===== src/rtl/pad_cfg_pkg.sv =====
// constants shared by the pad configuration block and its leaf modules
package pad_cfg_pkg;

  // =====================================================================
  // pin population
  localparam int NUM_PINS      = 29;
  localparam int OD_PIN_A      = 10;
  localparam int OD_PIN_B      = 11;
  localparam int WAKE_PIN_IDX  = 4;
  localparam int RESET_PIN_IDX = 5;
  localparam int XIN_PIN_IDX   = 8;
  localparam int XOUT_PIN_IDX  = 9;
  localparam int NUM_DIVS      = 7;

  // =====================================================================
  // register byte offsets
  localparam logic [7:0] CFG_BASE_OFF = 8'h00;
  localparam logic [7:0] DIV_BASE_OFF = 8'h80;
  localparam logic [7:0] CTRL_OFF     = 8'ha0;
  localparam logic [7:0] STAT_OFF     = 8'ha4;

  // =====================================================================
  // pin config register fields
  localparam int CFG_PD_BIT   = 0;
  localparam int CFG_PU_BIT   = 1;
  localparam int CFG_REP_BIT  = 2;
  localparam int CFG_INV_BIT  = 3;
  localparam int CFG_POD_BIT  = 4;
  localparam int CFG_BYP_BIT  = 5;
  localparam int CFG_SEL_LSB  = 6;
  localparam int CFG_SEL_W    = 3;
  localparam int CFG_CNT_LSB  = 9;
  localparam int CFG_CNT_W    = 2;
  localparam int CFG_MODE_LSB = 11;
  localparam int CFG_MODE_W   = 2;
  localparam int CFG_W        = 13;
  localparam int DIV_W        = 8;
  localparam int CTRL_WDIS_BIT = 0;

  // reset values: pull-up on and filter bypassed; open-drain pins unpulled
  localparam logic [CFG_W-1:0] CFG_RESET    = 13'h0022;
  localparam logic [CFG_W-1:0] CFG_OD_RESET = 13'h0020;
  localparam logic [DIV_W-1:0] DIV_RESET    = 8'h00;

  // bus pin driver modes
  typedef enum logic [1:0] {
    MODE_DIGITAL = 2'b00,
    MODE_STD_FAST = 2'b01,
    MODE_FAST_PLUS = 2'b10
  } bus_mode_t;

  // =====================================================================
  // timing
  localparam int CLK_PERIOD_NS   = 20;
  localparam int FIXED_FILT_NS   = 20;
  localparam int FIXED_FILT_CYC  = (FIXED_FILT_NS + CLK_PERIOD_NS - 1) / CLK_PERIOD_NS;

endpackage : pad_cfg_pkg


===== src/rtl/io_pad_configuration.sv =====
// pad configuration block: per-pin pulls, open-drain, filters, wake and reset pins
`timescale 1ns/1ps
// What this block does
// - each pin except the two bus pins has its own pull-up and pull-down enable
// - pseudo open-drain mode drives only low, otherwise releases the pin
// - input glitch filter clocked by a selectable divided clock or the system clock, or bypassed
// - optional inversion of each input before it reaches the core
// - analog mode from the routing disconnects digital input and output
// - bus pins choose digital, standard/fast or fast-plus driver mode
// - bus pins have no pulls or pseudo mode; always open-drain
// - repeater mode enabled per pin except the two bus pins, independent of pull selection
// - wake pin fixed 20 ns filter; low wakes chip in deep power-down
// - wake pin function may be disabled only with wake timer oscillator on
// - reset pin fixed 20 ns filter; reset inert in deep power-down
// - crystal functions selected disable the digital part of their pins
// - pin configured as analog input has its digital part disabled
module io_pad_configuration (
  // clock and reset
  input  wire logic                         REF_CLK_I,
  input  wire logic                         RESET_I,
  // apb slave
  input  wire logic                         PSEL_I,
  input  wire logic                         PENABLE_I,
  input  wire logic                         PWRITE_I,
  input  wire logic [7:0]                   PADDR_I,
  input  wire logic [31:0]                  PWDATA_I,
  output logic      [31:0]                  PRDATA_O,
  output logic                              PREADY_O,
  output logic                              PSLVERR_O,
  // pads
  input  wire logic [pad_cfg_pkg::NUM_PINS-1:0] PAD_IN_I,
  output logic      [pad_cfg_pkg::NUM_PINS-1:0] PAD_OUT_O,
  output logic      [pad_cfg_pkg::NUM_PINS-1:0] PAD_OE_O,
  output logic      [pad_cfg_pkg::NUM_PINS-1:0] PULLUP_EN_O,
  output logic      [pad_cfg_pkg::NUM_PINS-1:0] PULLDN_EN_O,
  output logic      [pad_cfg_pkg::NUM_PINS-1:0] REPEATER_O,
  output logic      [3:0]                   BUS_MODE_O,
  // core side
  input  wire logic [pad_cfg_pkg::NUM_PINS-1:0] CORE_OUT_I,
  input  wire logic [pad_cfg_pkg::NUM_PINS-1:0] CORE_OE_I,
  output logic      [pad_cfg_pkg::NUM_PINS-1:0] CORE_IN_O,
  // routing and power state
  input  wire logic [pad_cfg_pkg::NUM_PINS-1:0] ANALOG_SEL_I,
  input  wire logic                         XTAL_IN_SEL_I,
  input  wire logic                         XTAL_OUT_SEL_I,
  input  wire logic                         RESET_FUNC_SEL_I,
  input  wire logic                         DEEP_PD_I,
  input  wire logic                         WKT_LPOSC_EN_I,
  // wake and reset requests
  output logic                              WAKE_REQ_O,
  output logic                              EXT_RESET_O
);

  localparam int NP = pad_cfg_pkg::NUM_PINS;
  localparam int ND = pad_cfg_pkg::NUM_DIVS;

  // =====================================================================
  // storage
  logic [pad_cfg_pkg::CFG_W-1:0] cfg_ff [0:NP-1];
  logic [pad_cfg_pkg::DIV_W-1:0] div_ff [0:ND-1];
  logic                          wdis_ff;
  logic [NP-1:0]                 sync1_ff;
  logic [NP-1:0]                 sync2_ff;
  logic [NP-1:0]                 filt_w;
  logic [NP-1:0]                 dig_off_w;
  logic [NP-1:0]                 open_w;
  logic [7:0]                    tick_w;
  logic                          wake_filt_w;
  logic                          rst_filt_w;

  // =====================================================================
  // apb decode
  wire        setup_w   = PSEL_I && !PENABLE_I;
  wire        access_w  = PSEL_I && PENABLE_I && PREADY_O;
  wire        aligned_w = (PADDR_I[1:0] == 2'b00);
  wire [4:0]  word_w    = PADDR_I[6:2];
  wire [2:0]  dword_w   = PADDR_I[4:2];
  wire        sel_cfg_w = aligned_w && !PADDR_I[7] && (word_w < 5'(NP));
  wire        sel_div_w = aligned_w && (PADDR_I[7:5] == pad_cfg_pkg::DIV_BASE_OFF[7:5])
                          && (dword_w < 3'(ND));
  wire        sel_ctl_w = (PADDR_I == pad_cfg_pkg::CTRL_OFF);
  wire        sel_sts_w = (PADDR_I == pad_cfg_pkg::STAT_OFF);
  wire        hit_w     = sel_cfg_w || sel_div_w || sel_ctl_w || sel_sts_w;
  wire        wr_w      = access_w && PWRITE_I && hit_w;
  wire [31:0] cfg_rd_w  = sel_cfg_w ? {19'h0, cfg_ff[word_w]} : 32'h0;
  wire [31:0] div_rd_w  = sel_div_w ? {24'h0, div_ff[dword_w]} : 32'h0;
  wire [31:0] ctl_rd_w  = sel_ctl_w ? {30'h0, WKT_LPOSC_EN_I, wdis_ff} : 32'h0;
  wire [31:0] sts_rd_w  = sel_sts_w ? {3'h0, CORE_IN_O} : 32'h0;
  wire [31:0] nxt_rdata = cfg_rd_w | div_rd_w | ctl_rd_w | sts_rd_w;

  // zero wait states: ready is raised for the access phase of each transfer
  always_ff @(posedge REF_CLK_I)
  begin
    if (RESET_I)
    begin
      PREADY_O  <= 1'b0;
      PSLVERR_O <= 1'b0;
      PRDATA_O  <= 32'h0;
    end
    else
    begin
      PREADY_O  <= setup_w;
      PSLVERR_O <= setup_w && !hit_w;
      PRDATA_O  <= (setup_w && !PWRITE_I) ? nxt_rdata : 32'h0;
    end
  end

  // =====================================================================
  // configuration registers
  genvar gi;
  generate
    for (gi = 0; gi < NP; gi++)
    begin : g_cfg
      localparam logic IS_OD = (gi == pad_cfg_pkg::OD_PIN_A) || (gi == pad_cfg_pkg::OD_PIN_B);
      localparam logic [pad_cfg_pkg::CFG_W-1:0] RST_V =
        IS_OD ? pad_cfg_pkg::CFG_OD_RESET : pad_cfg_pkg::CFG_RESET;
      always_ff @(posedge REF_CLK_I)
      begin
        if (RESET_I)
          cfg_ff[gi] <= RST_V;
        else if (wr_w && sel_cfg_w && word_w == 5'(gi))
          cfg_ff[gi] <= PWDATA_I[pad_cfg_pkg::CFG_W-1:0];
      end
    end
    for (gi = 0; gi < ND; gi++)
    begin : g_div
      always_ff @(posedge REF_CLK_I)
      begin
        if (RESET_I)
          div_ff[gi] <= pad_cfg_pkg::DIV_RESET;
        else if (wr_w && sel_div_w && dword_w == 3'(gi))
          div_ff[gi] <= PWDATA_I[pad_cfg_pkg::DIV_W-1:0];
      end
      pad_clock_divider u_div (
        .clk_i  (REF_CLK_I),
        .rst_i  (RESET_I),
        .div_i  (div_ff[gi]),
        .tick_o (tick_w[gi])
      );
    end
  endgenerate

  // selector value seven runs the filter at the full system rate
  assign tick_w[7] = 1'b1;

  always_ff @(posedge REF_CLK_I)
  begin
    if (RESET_I)
      wdis_ff <= 1'b0;
    else if (wr_w && sel_ctl_w)
      wdis_ff <= PWDATA_I[pad_cfg_pkg::CTRL_WDIS_BIT];
  end

  // =====================================================================
  // input synchronisers
  always_ff @(posedge REF_CLK_I)
  begin
    if (RESET_I)
    begin
      sync1_ff <= '1;
      sync2_ff <= '1;
    end
    else
    begin
      sync1_ff <= PAD_IN_I;
      sync2_ff <= sync1_ff;
    end
  end

  // =====================================================================
  // per-pin pad logic
  generate
    for (gi = 0; gi < NP; gi++)
    begin : g_pin
      localparam logic IS_OD = (gi == pad_cfg_pkg::OD_PIN_A) || (gi == pad_cfg_pkg::OD_PIN_B);
      localparam logic IS_XI = (gi == pad_cfg_pkg::XIN_PIN_IDX);
      localparam logic IS_XO = (gi == pad_cfg_pkg::XOUT_PIN_IDX);
      wire [pad_cfg_pkg::CFG_W-1:0] c_w = cfg_ff[gi];
      wire [2:0] sel_w = c_w[pad_cfg_pkg::CFG_SEL_LSB +: pad_cfg_pkg::CFG_SEL_W];
      wire [1:0] cnt_w = c_w[pad_cfg_pkg::CFG_CNT_LSB +: pad_cfg_pkg::CFG_CNT_W];
      wire raw_w = sync2_ff[gi] ^ c_w[pad_cfg_pkg::CFG_INV_BIT];
      wire pulls_ok_w = !dig_off_w[gi] && !IS_OD;
      wire nxt_pu  = pulls_ok_w && c_w[pad_cfg_pkg::CFG_PU_BIT];
      wire nxt_pd  = pulls_ok_w && c_w[pad_cfg_pkg::CFG_PD_BIT];
      wire nxt_rep = pulls_ok_w && c_w[pad_cfg_pkg::CFG_REP_BIT];
      wire nxt_oe  = !dig_off_w[gi] && CORE_OE_I[gi] && (!open_w[gi] || !CORE_OUT_I[gi]);
      wire nxt_out = !dig_off_w[gi] && !open_w[gi] && CORE_OUT_I[gi];
      wire nxt_in  = !dig_off_w[gi] && filt_w[gi];

      // analog routing or crystal selection isolates the digital section
      assign dig_off_w[gi] = ANALOG_SEL_I[gi] || (IS_XI && XTAL_IN_SEL_I)
                             || (IS_XO && XTAL_OUT_SEL_I);
      // bus pins are open-drain for every routed function
      assign open_w[gi] = IS_OD || (!IS_OD && c_w[pad_cfg_pkg::CFG_POD_BIT]);

      pad_glitch_filter #(
        .RESET_LEVEL (1'b1)
      ) u_filt (
        .clk_i    (REF_CLK_I),
        .rst_i    (RESET_I),
        .tick_i   (tick_w[sel_w]),
        .bypass_i (c_w[pad_cfg_pkg::CFG_BYP_BIT]),
        .thresh_i (cnt_w),
        .din_i    (raw_w),
        .dout_o   (filt_w[gi])
      );

      always_ff @(posedge REF_CLK_I)
      begin
        if (RESET_I)
        begin
          PULLUP_EN_O[gi] <= !IS_OD;
          PULLDN_EN_O[gi] <= 1'b0;
          REPEATER_O[gi]  <= 1'b0;
          PAD_OE_O[gi]    <= 1'b0;
          PAD_OUT_O[gi]   <= 1'b0;
          CORE_IN_O[gi]   <= 1'b1;
        end
        else
        begin
          PULLUP_EN_O[gi] <= nxt_pu;
          PULLDN_EN_O[gi] <= nxt_pd;
          REPEATER_O[gi]  <= nxt_rep;
          PAD_OE_O[gi]    <= nxt_oe;
          PAD_OUT_O[gi]   <= nxt_out;
          CORE_IN_O[gi]   <= nxt_in;
        end
      end
    end
  endgenerate

  // =====================================================================
  // bus pin driver mode
  wire [1:0] mode_a_w = cfg_ff[pad_cfg_pkg::OD_PIN_A][pad_cfg_pkg::CFG_MODE_LSB +: 2];
  wire [1:0] mode_b_w = cfg_ff[pad_cfg_pkg::OD_PIN_B][pad_cfg_pkg::CFG_MODE_LSB +: 2];

  always_ff @(posedge REF_CLK_I)
  begin
    if (RESET_I)
      BUS_MODE_O <= {pad_cfg_pkg::MODE_DIGITAL, pad_cfg_pkg::MODE_DIGITAL};
    else
      BUS_MODE_O <= {mode_b_w, mode_a_w};
  end

  // =====================================================================
  // fixed filters on wake and reset pins
  pad_glitch_filter #(
    .RESET_LEVEL (1'b1)
  ) u_wake_filt (
    .clk_i    (REF_CLK_I),
    .rst_i    (RESET_I),
    .tick_i   (1'b1),
    .bypass_i (1'b0),
    .thresh_i (2'(pad_cfg_pkg::FIXED_FILT_CYC - 1)),
    .din_i    (sync2_ff[pad_cfg_pkg::WAKE_PIN_IDX]),
    .dout_o   (wake_filt_w)
  );

  pad_glitch_filter #(
    .RESET_LEVEL (1'b1)
  ) u_rst_filt (
    .clk_i    (REF_CLK_I),
    .rst_i    (RESET_I),
    .tick_i   (1'b1),
    .bypass_i (1'b0),
    .thresh_i (2'(pad_cfg_pkg::FIXED_FILT_CYC - 1)),
    .din_i    (sync2_ff[pad_cfg_pkg::RESET_PIN_IDX]),
    .dout_o   (rst_filt_w)
  );

  // the disable request only counts while the wake timer oscillator runs
  wire wake_func_en_w = !(wdis_ff && WKT_LPOSC_EN_I);
  wire nxt_wake       = DEEP_PD_I && wake_func_en_w && !wake_filt_w;
  wire nxt_ext_rst    = RESET_FUNC_SEL_I && !DEEP_PD_I && !rst_filt_w;

  always_ff @(posedge REF_CLK_I)
  begin
    if (RESET_I)
    begin
      WAKE_REQ_O  <= 1'b0;
      EXT_RESET_O <= 1'b0;
    end
    else
    begin
      WAKE_REQ_O  <= nxt_wake;
      EXT_RESET_O <= nxt_ext_rst;
    end
  end
endmodule : io_pad_configuration


===== src/rtl/pad_clock_divider.sv =====
// divider that produces one filter clock enable pulse every div_i cycles
`timescale 1ns/1ps
module pad_clock_divider (
  // clock and reset
  input  wire logic                           clk_i,
  input  wire logic                           rst_i,
  // control and enable out
  input  wire logic [pad_cfg_pkg::DIV_W-1:0]  div_i,
  output logic                                tick_o
);

  logic [pad_cfg_pkg::DIV_W-1:0] count_ff;
  wire  last_w = (count_ff >= div_i - 8'h01);

  always_ff @(posedge clk_i)
  begin
    if (rst_i || div_i == 8'h00)
    begin
      count_ff <= 8'h00;
      tick_o   <= 1'b0;
    end
    else
    begin
      count_ff <= last_w ? 8'h00 : count_ff + 8'h01;
      tick_o   <= last_w;
    end
  end
endmodule : pad_clock_divider


===== src/rtl/pad_glitch_filter.sv =====
// glitch filter passing a level after it stays stable for thresh_i+1 enable ticks, or at once when bypassed
`timescale 1ns/1ps
module pad_glitch_filter #(
  parameter logic RESET_LEVEL = 1'b1
) (
  // clock and reset
  input  wire logic       clk_i,
  input  wire logic       rst_i,
  // filter control
  input  wire logic       tick_i,
  input  wire logic       bypass_i,
  input  wire logic [1:0] thresh_i,
  // data
  input  wire logic       din_i,
  output logic            dout_o
);

  logic [1:0] cnt_ff;

  always_ff @(posedge clk_i)
  begin
    if (rst_i)
    begin
      cnt_ff <= 2'h0;
      dout_o <= RESET_LEVEL;
    end
    else if (bypass_i)
    begin
      cnt_ff <= 2'h0;
      dout_o <= din_i;
    end
    else if (din_i == dout_o)
      cnt_ff <= 2'h0; // a glitch restarts the count
    else if (tick_i)
    begin
      if (cnt_ff == thresh_i)
      begin
        cnt_ff <= 2'h0;
        dout_o <= din_i; // stable for thresh_i+1 ticks
      end
      else
        cnt_ff <= cnt_ff + 2'h1;
    end
  end
endmodule : pad_glitch_filter


===== config.mk =====
export PLATFORM = sky130hd
export DESIGN_NAME = io_pad_configuration
export DESIGN_NICKNAME = d
export VERILOG_FILES = /design/src/rtl/pad_cfg_pkg.sv /design/src/rtl/io_pad_configuration.sv /design/src/rtl/pad_clock_divider.sv /design/src/rtl/pad_glitch_filter.sv
export SDC_FILE = /design/constraint.sdc
export NUM_CORES = 2
export LEC_CHECK = 0
export BUFFER_PORTS_ARGS = -buffer_cell sky130_fd_sc_hd__clkbuf_2
export CAP_MARGIN = 20
export CORE_ASPECT_RATIO = 0.8
export CORE_MARGIN = 3
export CORE_UTILIZATION = 25
export CTS_BUF_LIST = sky130_fd_sc_hd__clkbuf_16
export DETAILED_ROUTE_END_ITERATION = 10
export MAX_ROUTING_LAYER = met4
export PLACE_DENSITY = 0.42
export SYNTH_ARGS = -nofsm -noshare
export SYNTH_HDL_FRONTEND = slang
export SYNTH_HIERARCHICAL = 1
export SYNTH_SLANG_ARGS = --single-unit
export TNS_END_PERCENT = 20

===== constraint.sdc =====
create_clock -name REF_CLK_I -period 5.7 [get_ports REF_CLK_I]
set_input_delay 0.285 -clock REF_CLK_I [delete_from_list [all_inputs] [get_ports REF_CLK_I]]
set_output_delay 0.285 -clock REF_CLK_I [all_outputs]
set_load 0.05 [all_outputs]

==> impl_metrics.yaml <==
outcome:
  status: "complete, no violations"
final_layout:
  area_growth_pct: 21.2
  num-fill-cells: 16300
  drive_gt1_frac: 0.227
  final_cells: 6150
  nets: 4169
floorplanning:
  fp.dieH_um: 366
  die_x_um: 457
  io_pins: 380
  core-area_sq_um: 160000
  initial_core_util: 0.253
  die_area_sq_um: 167000
  rows: 131
yosys:
  syn_area_per_cell_sq_um: 11.8
  synthesis.area_sq_um: 40600
  yosys.area.top_type: "edfxtp_1"
  synth_edf_count: 433
  netlist_instances: 3455
  yosys_warnings: 6
  async_flop_share: 0
  synth.distinct_cells: 74
  ys_ff_latch: 851
  synth_area_leaders: "edfxtp_1 (32%), dfxtp_1 (21%), and2_1 (6.7%)"
  ys_seq_area_frac: 0.526
  synth_ff_type: "edfxtp_1"
  synth_top_cell_area_share: 0.320
place:
  dp_hpwl_mm: 101
  port_buffers: 349
  pre_cts_slack_ns: 2.30
  place.gp.congestion: 0.855
  dp_cells: 5820
critical_path:
  critPathRequiredTime_ns: 6.14
  cp_max_fo: 28
  crit_type: "reg2reg"
  cp_cell_sequence: "and4_1 -> and3b_1 -> buf_4 -> nand2b_1 -> buf_4 -> nor3_2 -> nand2b_1"
  critical_path.top_delay_family: "simple AND/OR/NAND/NOR gates"
  cp_slowest_cell: "nor3_2"
  arrival_ns: 3.60
  critPathMaxStageDelay_ns: 0.81
  critPathLaunchType: "flip-flop"
  cp_num_buf_inv: 2
  end_kind: "flip-flop"
timing:
  final.period_utilization: 0.555
  fin_crit_ns: 3.16
  setup_viol: 0
  max_clock_freq_mhz: 316
  slew_violations: 0
  worstMarginPinSlew_ns: 1.14
  finClkSkew_ns: 0.0614
  setup_slack_ns: 2.54
  hold_viol: 0
  max-slew-margin-rel: 0.242
  fin_tns_setup_ns: 0
  rsz0062_at_grt: "no"
pwr:
  power_density_nw_per_um2: 290
  vdd_ir_drop_max_mv: 0.218
  p_leak_nw: 18.6
flow_run:
  maxCapViolCount: 0
drt:
  viasPerCell: 4.66
  drcViolationCount: 0
  wire_per_inst_um: 23.2
  ant_nets: 0
  vias: 28700
  drt_pass1_iterations: 5
  drt_wl_total_mm: 142
  drtIter0Drc: 2333
clocking:
  cts_tree: "built"
  htreeDepth: 3
  cts_sinks: 851
  cts_inserted_buffers: 98
  clkTransAtPathRegs_ns: 0.06
  cts_setup_buffers: 0
  clock_tree.root_cell: "clkbuf_16"
  clockBufferDepth: 3
  cts_resized: 0
  clk_latency_ns: 0.74
global_routing:
  grt_max_degree: 101
  track_usage: 0.171
  gr-total-overflow: 0
  antenna_found_initial: 17
  grt_pass1_vias: 28600
  grt_pass1_wl_mm: 206
min_path:
  hold_path_class: "in2reg"
==> synth_stat cells, types with 9 or more instances <==
cell         n
edfxtp_1   433
and2_1     432
dfxtp_1    418
nand2_1    210
inv_1      186
xnor2_1    148
clkbuf_1   139
mux4_2     107
nor2_1      97
mux2i_1     91
or3_1       84
o21ai_0     81
a21oi_1     80
ha_1        77
a211o_2     62
or2_2       61
xor2_1      58
a21o_1      56
nor3_1      54
mux2_2      34
nor4b_1     34
a211o_1     33
a311oi_1    33
o2111ai_1   33
a31oi_1     32
a31o_1      31
and3_1      26
nor4b_2     25
nand3_1     23
o21bai_1    20
o22ai_1     20
buf_2       19
buf_4       18
a22oi_1     16
nor2b_1     16
o21ai_2     12
a31o_2      11
buf_1       11
nand2b_1    10
nor3_2       9
==> worst min-delay path, cell delays in order <==
cell       delay, ns
clkbuf_2        0.11
nor4b_4         0.05
buf_4           0.28
o2bb2ai_1       0.19
==> layout by cell type, fill, tap and decap left out, types with 61 or more instances in the layout <==
master | netlist | routed
mux4_2 | 107 | 107
dfxtp_1 | 418 | 414
and2_1 | 432 | 432
or3_1 | 84 | 84
clkbuf_16 | 0 | 104
edfxtp_1 | 433 | 433
ha_1 | 77 | 77
mux2i_1 | 91 | 91
a211o_2 | 62 | 62
xnor2_1 | 148 | 148
dlygate4sd3_1 | 0 | 133
inv_1 | 186 | 205
a21oi_1 | 80 | 80
clkbuf_2 | 0 | 343
or2_2 | 61 | 61
nand2_1 | 210 | 210
nor2_1 | 97 | 97
o21ai_0 | 81 | 81
==> report_power, final <==
part	leakage, nW	total (W)	internal, W	switching, W
combinational	9.04	0.00126	0.000442	0.000818
clock	1.63	0.00624	0.00348	0.00276
sequential	7.95	0.00677	0.00660	0.000173
total	18.6	0.0143	0.0105	0.00375
==> cell type report <==
class / count / area [sq um] / share of cell area
Sequential cell: 851 / 21400 / 0.434
Tap cell: 2128 / 2660 / 0.0541
Clock buffer: 104 / 2600 / 0.0529
Timing Repair Buffer: 532 / 3500 / 0.0711
Inverter: 186 / 698 / 0.0142
Antenna cell: 12 / 30.0 / 0.000610
Multi-Input combinational cell: 2257 / 17800 / 0.362
Clock inverter: 80 / 533 / 0.0108
==> state kept, by name, indices dropped and copies added (netlist names), 4 cells and up <==
name / flops
cfg_ff: 377
g_pin.u_filt/cnt_ff: 58
div_ff: 56
g_div.u_div/count_ff: 56
CORE_IN_O: 29
PAD_OE_O: 29
PRDATA_O: 29
g_pin.u_filt/dout_o: 29
sync1_ff: 29
sync2_ff: 29
PAD_OUT_O: 27
PULLDN_EN_O: 27
PULLUP_EN_O: 27
REPEATER_O: 27
g_div.u_div/tick_o: 7
BUS_MODE_O: 4
==> logic make-up (layout without fill, tap and decap cells) <==
family	Yosys count	count (layout)	synth area share
buffers and inverters	380	902	0.0389
adder cells (fa/ha/maj)	77	77	0.0237
AND/OR/NAND/NOR	1120	1120	0.164
flip-flops	851	851	0.526
multiplexers	232	232	0.0912
other	2	47	0.000185
XOR/XNOR	206	206	0.0444
AO/OA/AOI/OAI	587	587	0.112
==> worst paths after layout <==
check | startpoint | to | slack [ns] | depth (start not counted)
hold / removal | PWRITE_I | PRDATA_O[4] | 0.27 | 4
setup reg to reg | PREADY_O | cfg_ff[15][5] | 2.54 | 7
hold reg to reg | sync1_ff[21] | sync2_ff[21] | 0.40 | 1
setup / recovery | PREADY_O | cfg_ff[15][5] | 2.54 | 7
==> per-stage QoR <==
stage                     area (sq um)  hold WS [ns]  utilization  power [W]
final                            49200         0.272        0.307     0.0143
after global routing             49200         0.243        0.307     0.0148
after CTS                        49200         0.207        0.306     0.0145
after detailed placement         44700         0.396        0.279    0.00811
after global placement           44700         0.394        0.279    0.00810
after floorplan                  40700         0.362            -    0.00760
==> what timing repair did <==
| item | in CTS | in global routing |
|---|---|---|
| hold buffers | 133 | 0 |
| hold endpoints to repair | 195 | 0 |
| endpoints found under the setup margin | 0 | 0 |
==> per-layer routing <==
metal  GRT usage  vias up  part of all wire
met5           -        -                 0
met4      0.0468        0             0.028
met3      0.0240      182             0.045
met2       0.269      696              0.46
met1       0.231    14400              0.47
li1            -    13400                 -
Note: power is estimated with default switching activity, not from simulation.
